`src/common/pfs_pkg.sv`:
```
`default_nettype none
package pfs_pkg;
  // System clock and the slow sequencing clock derived from it.
  localparam int CLK_HZ = 20_000_000;
  localparam int SLOW_HZ = 32_768;
  localparam int SLOW_DIV_W = 9;
  localparam logic [SLOW_DIV_W-1:0] SLOW_HALF_CYC = SLOW_DIV_W'(CLK_HZ / (2 * SLOW_HZ));

  // Power-on and reset-input debounce, in milliseconds and in clock cycles.
  localparam int DEBOUNCE_MS = 10;
  localparam int DEBOUNCE_CYC = ((CLK_HZ / 1000) * DEBOUNCE_MS);
  localparam int DEB_W = 18;

  // Sequencer lengths, counted in slow-clock ticks.
  localparam int SEQ_W = 4;
  localparam logic [SEQ_W-1:0] SEQ_TICKS = 4'h8;
  localparam logic [SEQ_W-1:0] DOWN_TICKS = 4'h8;
  localparam logic [SEQ_W-1:0] SEQ_GPIO_STEP = 4'h4;

  // Pin counts and indices.
  localparam int NUM_GPIO = 5;
  localparam int NUM_LED = 3;
  localparam int NUM_EN = 4;
  localparam int GPIO_ONE = 0;
  localparam int GPIO_TWO = 1;
  localparam int GPIO_LED_BASE = 2;
  localparam int GRP_ONE = 0;
  localparam int GRP_TWO = 1;
  localparam int GRP_THREE = 2;
  localparam int GRP_FOUR = 3;

  // Strap levels: ground selects SPI, the always-on supply selects primary functions.
  localparam logic STRAP_I2C = 1'h1;
  localparam logic STRAP_PRIMARY = 1'h1;

  typedef enum logic [2:0] {
    PFS_OFF = 3'h0,
    PFS_CONFIG = 3'h1,
    PFS_SEQ = 3'h3,
    PFS_ACTIVE = 3'h2,
    PFS_SLEEP = 3'h6,
    PFS_DOWN = 3'h4
  } pfs_state_e;

  typedef struct packed {
    logic o;
    logic oe;
  } pfs_pad_s;

  typedef struct packed {
    logic spi_sck;
    logic spi_mosi;
    logic spi_cs;
    logic i2c_scl;
    logic i2c_sda;
  } pfs_host_s;

  typedef struct packed {
    logic load_switch_bit_b;
    logic load_switch_bit_a;
  } pfs_ls_s;
endpackage : pfs_pkg
`default_nettype wire

```
`src/rtl/pfs_debounce.sv`:
```
`timescale 1ns/1ps
`default_nettype none
module pfs_debounce #(
  parameter int unsigned CYC = pfs_pkg::DEBOUNCE_CYC
) (
  // Clock and reset
  input wire logic clk_sys,
  input wire logic rst,
  // Raw level and accepted level
  input wire logic raw,
  output logic level,
  output logic fell
);
  import pfs_pkg::*;

  typedef struct packed {
    logic level;
    logic fell;
    logic [DEB_W-1:0] cnt;
  } pfs_deb_s;

  localparam logic [DEB_W-1:0] LIMIT = DEB_W'(CYC - 1);

  pfs_deb_s d;
  pfs_deb_s next_d;

  // A new level is accepted only after it has stood unbroken for the whole window.
  always_comb begin
    next_d = d;
    next_d.fell = 1'h0;
    if (raw == d.level) begin
      next_d.cnt = '0;
    end else if (d.cnt == LIMIT) begin
      next_d.level = raw;
      next_d.fell = ~raw;
      next_d.cnt = '0;
    end else begin
      next_d.cnt = d.cnt + DEB_W'(1);
    end
  end

  always_ff @(posedge clk_sys or posedge rst) begin
    if (rst) begin
      d <= '{level: 1'h1, fell: 1'h0, cnt: '0};
    end else begin
      d <= next_d;
    end
  end

  assign level = d.level;
  assign fell = d.fell;
endmodule : pfs_debounce
`default_nettype wire

```
`src/rtl/pfs_pin_function_select.sv`:
```
`timescale 1ns/1ps
`default_nettype none
module pfs_pin_function_select #(
  parameter int unsigned DEBOUNCE_CYC = pfs_pkg::DEBOUNCE_CYC
) (
  // Clock and reset
  input wire logic clk_sys,
  input wire logic rst,
  // Straps
  input wire logic host_port_select_strap,
  input wire logic function_mode_strap,
  input wire logic startup_option_strap,
  // Host port pins
  input wire logic host_clock_pin_i,
  input wire logic host_data_pin_i,
  output pfs_pkg::pfs_pad_s host_data_pin,
  input wire logic shared_io_one_pin_i,
  output pfs_pkg::pfs_pad_s shared_io_one_pin,
  input wire logic shared_io_two_pin_i,
  output pfs_pkg::pfs_pad_s shared_io_two_pin,
  // Enable or voltage-select pins
  input wire logic enable_or_vsel_pin_one,
  input wire logic enable_or_vsel_pin_two,
  input wire logic enable_or_vsel_pin_three,
  input wire logic enable_or_vsel_pin_four,
  // Power I2C or clock-request pins, and the sleep pin
  input wire logic dvs_link_clock_pin_i,
  input wire logic dvs_link_data_pin_i,
  output pfs_pkg::pfs_pad_s dvs_link_data_pin,
  input wire logic sleep_or_power_request_pin,
  // Power-on, load switch, LED pins
  input wire logic power_on_button_n,
  input wire logic load_switch_enable_pin_a,
  input wire logic load_switch_enable_pin_b,
  input wire logic [pfs_pkg::NUM_LED-1:0] led_or_io_pin_i,
  output pfs_pkg::pfs_pad_s [pfs_pkg::NUM_LED-1:0] led_or_io_pin,
  // System outputs
  output logic processor_reset_out_n,
  output logic slow_clock_output,
  // Host port toward the core
  output pfs_pkg::pfs_host_s host_core,
  input wire logic spi_miso,
  input wire logic i2c_sda_low,
  // GPIO toward the core
  output logic [pfs_pkg::NUM_GPIO-1:0] gpio_in,
  input wire logic [pfs_pkg::NUM_GPIO-1:0] gpio_out,
  input wire logic [pfs_pkg::NUM_GPIO-1:0] gpio_oe,
  input wire logic [pfs_pkg::NUM_GPIO-1:0] gpio_seq_en,
  input wire logic [pfs_pkg::NUM_LED-1:0] led_mode_is_io,
  input wire logic [pfs_pkg::NUM_LED-1:0] led_sink_on,
  // Resource control toward the core
  output logic [pfs_pkg::NUM_EN-1:0] group_enable,
  output logic [pfs_pkg::NUM_EN-1:0] converter_voltage_select,
  output logic sleep_request,
  output logic dvs_link_clock,
  output logic dvs_link_data,
  input wire logic dvs_sda_low,
  output pfs_pkg::pfs_ls_s load_switch_control_reg,
  // Options and status
  input wire logic reset_input_option,
  input wire logic power_down_req,
  output logic startup_bank_select,
  output logic primary_mode,
  output logic host_port_is_i2c,
  output logic in_sleep
);
  import pfs_pkg::*;

  typedef struct packed {
    pfs_state_e st;
    logic strap_valid;
    logic host_i2c;
    logic func_primary;
    logic startup_bank;
    logic [SLOW_DIV_W-1:0] div_cnt;
    logic slow_clk;
    logic [SEQ_W-1:0] seq_cnt;
    logic rst_out_n;
    pfs_ls_s ls;
    pfs_host_s host;
    pfs_pad_s data_pad;
    pfs_pad_s one_pad;
    pfs_pad_s two_pad;
    pfs_pad_s dvs_pad;
    pfs_pad_s [NUM_LED-1:0] led_pad;
    logic [NUM_GPIO-1:0] gin;
    logic [NUM_EN-1:0] grp;
    logic [NUM_EN-1:0] vsel;
    logic sleep_req;
    logic dvs_clk;
    logic dvs_dat;
  } pfs_q_s;

  pfs_q_s q;
  pfs_q_s next_q;
  logic deb_level;
  logic deb_fell;
  logic slow_tick;
  logic start_up;
  logic go_down;
  logic seq_gpio_on;
  logic [NUM_GPIO-1:0] gpio_drv;
  logic [NUM_GPIO-1:0] gpio_en;
  logic [NUM_EN-1:0] en_pins;

  // The same debouncer serves both meanings of the power-on pin.
  pfs_debounce #(
    .CYC(DEBOUNCE_CYC)
  ) u_debounce (
    .clk_sys(clk_sys),
    .rst(rst),
    .raw(power_on_button_n),
    .level(deb_level),
    .fell(deb_fell)
  );

  assign en_pins = {enable_or_vsel_pin_four, enable_or_vsel_pin_three,
                    enable_or_vsel_pin_two, enable_or_vsel_pin_one};

  // One slow tick per rising edge of the slow clock.
  assign slow_tick = (q.div_cnt == SLOW_HALF_CYC - SLOW_DIV_W'(1)) && !q.slow_clk;

  // In reset-input mode the pin holds the device down while low, so release starts it.
  assign start_up = reset_input_option ? deb_level : deb_fell;
  assign go_down = power_down_req || (reset_input_option && !deb_level);

  assign seq_gpio_on = (q.st == PFS_SEQ && q.seq_cnt >= SEQ_GPIO_STEP) ||
                       q.st == PFS_ACTIVE || q.st == PFS_SLEEP;

  // A GPIO that is a sequence step ignores the core and follows the sequencer.
  always_comb begin
    for (int i = 0; i < NUM_GPIO; i++) begin
      gpio_drv[i] = gpio_seq_en[i] ? seq_gpio_on : gpio_out[i];
      gpio_en[i] = gpio_seq_en[i] | gpio_oe[i];
    end
  end

  always_comb begin
    next_q = q;

    // Straps are caught in the first cycle after release and never again.
    if (!q.strap_valid) begin
      next_q.strap_valid = 1'h1;
      next_q.host_i2c = (host_port_select_strap == STRAP_I2C);
      next_q.func_primary = (function_mode_strap == STRAP_PRIMARY);
      next_q.startup_bank = startup_option_strap;
    end

    // The slow clock runs from reset onward, whatever the sequencer does.
    if (q.div_cnt == SLOW_HALF_CYC - SLOW_DIV_W'(1)) begin
      next_q.div_cnt = '0;
      next_q.slow_clk = ~q.slow_clk;
    end else begin
      next_q.div_cnt = q.div_cnt + SLOW_DIV_W'(1);
    end

    case (q.st)
      PFS_OFF: begin
        if (q.strap_valid && start_up) begin
          next_q.st = PFS_CONFIG;
        end
      end
      PFS_CONFIG: begin
        next_q.ls.load_switch_bit_a = load_switch_enable_pin_a;
        next_q.ls.load_switch_bit_b = load_switch_enable_pin_b;
        if (slow_tick) begin
          next_q.st = PFS_SEQ;
          next_q.seq_cnt = '0;
        end
      end
      PFS_SEQ: begin
        if (go_down) begin
          next_q.st = PFS_DOWN;
          next_q.seq_cnt = '0;
        end else if (slow_tick) begin
          if (q.seq_cnt == SEQ_TICKS - SEQ_W'(1)) begin
            next_q.st = PFS_ACTIVE;
          end else begin
            next_q.seq_cnt = q.seq_cnt + SEQ_W'(1);
          end
        end
      end
      PFS_ACTIVE: begin
        if (go_down) begin
          next_q.st = PFS_DOWN;
          next_q.seq_cnt = '0;
        end else if (q.func_primary && sleep_or_power_request_pin) begin
          next_q.st = PFS_SLEEP;
        end
      end
      PFS_SLEEP: begin
        if (go_down) begin
          next_q.st = PFS_DOWN;
          next_q.seq_cnt = '0;
        end else if (!q.func_primary || !sleep_or_power_request_pin) begin
          next_q.st = PFS_ACTIVE;
        end
      end
      PFS_DOWN: begin
        if (slow_tick) begin
          if (q.seq_cnt == DOWN_TICKS - SEQ_W'(1)) begin
            next_q.st = PFS_OFF;
          end else begin
            next_q.seq_cnt = q.seq_cnt + SEQ_W'(1);
          end
        end
      end
      default: begin
        next_q.st = PFS_OFF;
      end
    endcase

    // The processor sees reset released only once sequencing has finished.
    next_q.rst_out_n = (next_q.st == PFS_ACTIVE) || (next_q.st == PFS_SLEEP);

    // Host port pins.
    next_q.host = '0;
    next_q.gin = '0;
    if (q.host_i2c) begin
      next_q.host.i2c_scl = host_clock_pin_i;
      next_q.host.i2c_sda = host_data_pin_i;
      next_q.data_pad = '{o: 1'h0, oe: i2c_sda_low};
      next_q.one_pad = '{o: gpio_drv[GPIO_ONE], oe: gpio_en[GPIO_ONE]};
      next_q.two_pad = '{o: gpio_drv[GPIO_TWO], oe: gpio_en[GPIO_TWO]};
      next_q.gin[GPIO_ONE] = shared_io_one_pin_i;
      next_q.gin[GPIO_TWO] = shared_io_two_pin_i;
    end else begin
      next_q.host.spi_sck = host_clock_pin_i;
      next_q.host.spi_mosi = host_data_pin_i;
      next_q.host.spi_cs = shared_io_two_pin_i;
      next_q.data_pad = '{o: 1'h0, oe: 1'h0};
      // Driving only while selected lets several devices share the return line.
      next_q.one_pad = '{o: spi_miso, oe: shared_io_two_pin_i};
      next_q.two_pad = '{o: 1'h0, oe: 1'h0};
    end

    // LED pins, each an open sink or a GPIO.
    for (int i = 0; i < NUM_LED; i++) begin
      if (led_mode_is_io[i]) begin
        next_q.led_pad[i] = '{o: gpio_drv[GPIO_LED_BASE + i], oe: gpio_en[GPIO_LED_BASE + i]};
        next_q.gin[GPIO_LED_BASE + i] = led_or_io_pin_i[i];
      end else begin
        next_q.led_pad[i] = '{o: 1'h0, oe: led_sink_on[i]};
      end
    end

    // Enable, voltage-select, power I2C and request pins.
    next_q.grp = '0;
    next_q.vsel = '0;
    next_q.sleep_req = 1'h0;
    next_q.dvs_clk = 1'h0;
    next_q.dvs_dat = 1'h0;
    next_q.dvs_pad = '{o: 1'h0, oe: 1'h0};
    if (q.func_primary) begin
      next_q.grp = en_pins;
      next_q.sleep_req = sleep_or_power_request_pin;
      next_q.dvs_clk = dvs_link_clock_pin_i;
      next_q.dvs_dat = dvs_link_data_pin_i;
      next_q.dvs_pad = '{o: 1'h0, oe: dvs_sda_low};
    end else begin
      next_q.vsel = en_pins;
      next_q.grp[GRP_ONE] = sleep_or_power_request_pin;
      next_q.grp[GRP_TWO] = dvs_link_clock_pin_i;
      next_q.grp[GRP_THREE] = dvs_link_data_pin_i;
      next_q.grp[GRP_FOUR] = 1'h0;
    end
  end

  always_ff @(posedge clk_sys or posedge rst) begin
    if (rst) begin
      q <= '0;
    end else begin
      q <= next_q;
    end
  end

  assign processor_reset_out_n = q.rst_out_n;
  assign slow_clock_output = q.slow_clk;
  assign host_data_pin = q.data_pad;
  assign shared_io_one_pin = q.one_pad;
  assign shared_io_two_pin = q.two_pad;
  assign dvs_link_data_pin = q.dvs_pad;
  assign led_or_io_pin = q.led_pad;
  assign host_core = q.host;
  assign gpio_in = q.gin;
  assign group_enable = q.grp;
  assign converter_voltage_select = q.vsel;
  assign sleep_request = q.sleep_req;
  assign dvs_link_clock = q.dvs_clk;
  assign dvs_link_data = q.dvs_dat;
  assign load_switch_control_reg = q.ls;
  assign startup_bank_select = q.startup_bank;
  assign primary_mode = q.func_primary;
  assign host_port_is_i2c = q.host_i2c;
  assign in_sleep = (q.st == PFS_SLEEP);
endmodule : pfs_pin_function_select
`default_nettype wire
```
`config.mk`:
```
export PLATFORM = sky130hd
export DESIGN_NAME = pfs_pin_function_select
export DESIGN_NICKNAME = d
export VERILOG_FILES = /design/src/common/pfs_pkg.sv /design/src/rtl/pfs_debounce.sv /design/src/rtl/pfs_pin_function_select.sv
export SDC_FILE = /design/constraint.sdc
export NUM_CORES = 1
export LEC_CHECK = 0
export ABC_AREA = 1
export CORE_MARGIN = 4
export CORE_UTILIZATION = 57
export CTS_CLUSTER_SIZE = 40
export DETAILED_ROUTE_END_ITERATION = 8
export DONT_BUFFER_PORTS = 1
export HOLD_SLACK_MARGIN = 0.02
export PLACE_DENSITY = 0.75
export SLEW_MARGIN = 15
export SYNTH_ARGS = -nofsm -noshare
export SYNTH_HDL_FRONTEND = slang
export SYNTH_HIERARCHICAL = 1
export SYNTH_SLANG_ARGS = --single-unit
```
`constraint.sdc`:
```
create_clock -name clk_sys -period 1.9 [get_ports clk_sys]
set_clock_uncertainty 0.15 [all_clocks]
set_input_delay 0.38 -clock clk_sys [delete_from_list [all_inputs] [get_ports clk_sys]]
set_output_delay 0.38 -clock clk_sys [all_outputs]
set_load 0.01 [all_outputs]
```
==> results.json <==
{
  "outcome": "finished clean",
  "slowest_delay_ns": 0.44,
  "drcViolationCount": 0,
  "synth_seq_area_share": 0.501,
  "critical_path_class": "reg -> out",
  "ant_nets": 0,
  "ff2ff_path_depth": 9,
  "crit_slowest_cell": "dfrtp_1",
  "hold_viol_final": 0,
  "arrival_ns": 1.23,
  "gp_congestion": 0.881,
  "post_drt_wl_per_cell_microns": 14.2,
  "leakagePower_nw": 2.08,
  "fin_ws_ns": 0.137,
  "clkLatencyLatePin_ns": 0.34,
  "hold_slack_ns": 0.0363,
  "fin_tns_setup_ns": 0,
  "crit-reg2reg-launch": "q[43]",
  "ys_seq_elements": 77,
  "hp-start": "led_mode_is_io[1]",
  "whs_endpoint": "led_or_io_pin[2]",
  "dp_hpwl_microns": 5430,
  "h-tree-depth": 3,
  "rows": 29,
  "dp_cells": 492,
  "nNetsFinal": 511,
  "top_register": "u_debounce/d",
  "final_common_cell": "dfrtp_1",
  "mostFrequentLayoutCells": "76 x dfrtp_1, 72 x nand2_1, 67 x nor2_1, 51 x inv_1, 33 x dlygate4sd3_1",
  "power_frac_comb": 0.063,
  "intPower_mw": 2.53,
  "largest_register_ffs": 18,
  "num_io_pins": 91,
  "yosysUniqueCellTypes": 35,
  "start_util": 0.595,
  "min_path_type": "in -> reg",
  "tritoncts": "done",
  "synthCells": 447,
  "grt_max_degree": 38,
  "rsz0062_at_grt": "false",
  "ys_warn_count": 6,
  "clkPwrFrac": 0.398,
  "syn_area_sq_um": 3840,
  "clock_path_buffers": 2,
  "finalCritPeriodShare": 0.928,
  "holdPathStages": 2,
  "cp-end-kind": "primary output",
  "viasPerCell": 5.06,
  "cts-buffers-inserted": 9,
  "clockRootBuffer": "clkbuf_8",
  "cp_num_buf_inv": 1,
  "seq_power_share": 0.539,
  "critPathRequiredTime_ns": 1.37,
  "cpLargestDelayFamily": "flip-flops",
  "coreArea_sq_um": 6460,
  "fin_cells": 541,
  "power.density_nw_per_um2": 776,
  "fmax_ghz": 0.567,
  "io_buffers": 0,
  "syn_area_per_cell_sq_um": 8.60,
  "r2r_slack_ns": 0.30,
  "chipWidth_microns": 90.1,
  "ir_drop_v": 0.000480,
  "drive_gt1_frac": 0.149,
  "totalWireLength_microns": 7700,
  "vias": 2736,
  "worstReg2RegEnd": "q[38]",
  "finalSetupViolCount": 0,
  "grt_pass1_vias": 2762,
  "fp.dieH_microns": 90.1,
  "drv_slew": 0,
  "grt_pass1_wl_microns": 12900,
  "area_growth_pct": 10.9,
  "grt_use_total": 0.199,
  "crit_fanout": 5,
  "antennaDiodeCount": 0,
  "finalPower_mw": 3.31,
  "maxCapViolCount": 0,
  "grt_overflow": 0,
  "cts_sinks": 77,
  "drtPass1Iterations": 4,
  "netSwitchingFraction": 0.234,
  "crit_chain": "inv_2, nand2_2, nor2_1",
  "dpl_worst_slack_ns": 0.292,
  "p_sw_mw": 0.776,
  "start_kind": "flop",
  "grt_antenna_before_repair": 0,
  "drtIter0Drc": 167,
  "min_period_ns": 1.76,
  "die_area_sq_um": 8120,
  "clk_pin_slew_ns": 0.08
}
-- power by group through the flow --
| stage | Clock [mW] | Sequential [mW] | Combinational, mW |
|---|---|---|---|
| after floorplan | 0 | 1.77 | 0.218 |
| after global placement | 0 | 1.81 | 0.142 |
| after detailed placement | 0 | 1.82 | 0.150 |
| after CTS | 1.35 | 1.79 | 0.201 |
| after global routing | 1.43 | 1.79 | 0.237 |
| final | 1.32 | 1.78 | 0.210 |
-- through the flow --
step | area [sq um] | util
floorplan | 3850 | -
global placement | 3720 | 0.576
detailed placement | 3720 | 0.576
CTS | 4220 | 0.653
global route | 4270 | 0.660
finish | 4270 | 0.660
-- repair_timing --
item,CTS,global route
hold buffers,28,5
buffers inserted,0,0
hold endpoints to repair,72,4
resized for setup,0,0
-- final cells by class --
class                           count  area (sq um)
Fill cell                         515          2190
Inverter                           64           244
Timing Repair Buffer               36           365
Multi-Input combinational cell    271          1420
Clock buffer                        9           124
Tap cell                           77          96.3
Sequential cell                    77          1930
Clock inverter                      7          90.1
-- kinds of logic after synthesis --
logic type                 count (synthesis)  synth area share
AOI/OAI and AO/OA                         39            0.0553
xor gates and xnor gates                  17            0.0407
adders and majority gates                  4            0.0130
buffers and inverters                    100             0.131
DFF                                       77             0.501
muxes                                      2           0.00586
other                                      2           0.00195
and+or+nand+nor                          206             0.251
-- worst reg2reg max path, cell delays in order (launching register included) --
cell	delay (ns)
dfrtp_1	0.41
inv_1	0.07
ha_1	0.15
nand2_1	0.09
nor2_4	0.12
nand3_4	0.13
nor2_1	0.18
nand3_1	0.09
nand2_1	0.08
nor2_1	0.04
-- cell usage after synthesis (all sizes together) --
master	instances	share of area
nand2	82	0.089
buf	34	0.066
o21bai	1	0.0020
or2	1	0.0016
nor3	8	0.012
nor2	84	0.097
o21a	3	0.0059
nand3b	1	0.0020
conb	2	0.0020
a31oi	1	0.0016
dfstp	1	0.0068
a21boi	1	0.0029
inv	63	0.062
clkinv	1	0.00098
nand4	5	0.0081
a21oi	22	0.029
mux2	2	0.0059
o21ai	11	0.014
dfrtp	76	0.49
and2	1	0.0016
xor2	11	0.027
ha	4	0.013
nand3	24	0.040
clkbuf	2	0.0020
xnor2	6	0.014
-- worst max-delay path by stage --
stage | startpoint | end | cells past startpoint
6_report | q[56] | in_sleep | 3
3_3_place_gp | u_debounce/level | q[41] | 7
4_1_cts | q[56] | in_sleep | 3
2_1_floorplan | q[43] | q[38] | 9
3_5_place_dp | q[43] | q[38] | 9
5_1_grt | q[56] | in_sleep | 3
-- routing by layer --
layer,track usage,part of all wire,routed length (microns),up-vias
met1,0.225,0.40,3100,1288
li1,-,-,-,1372
met2,0.352,0.53,4110,55
met5,0,0,0,-
met4,0.0957,0.031,240,0
met3,0.0459,0.033,254,21
(Power assumes the default switching activity.)
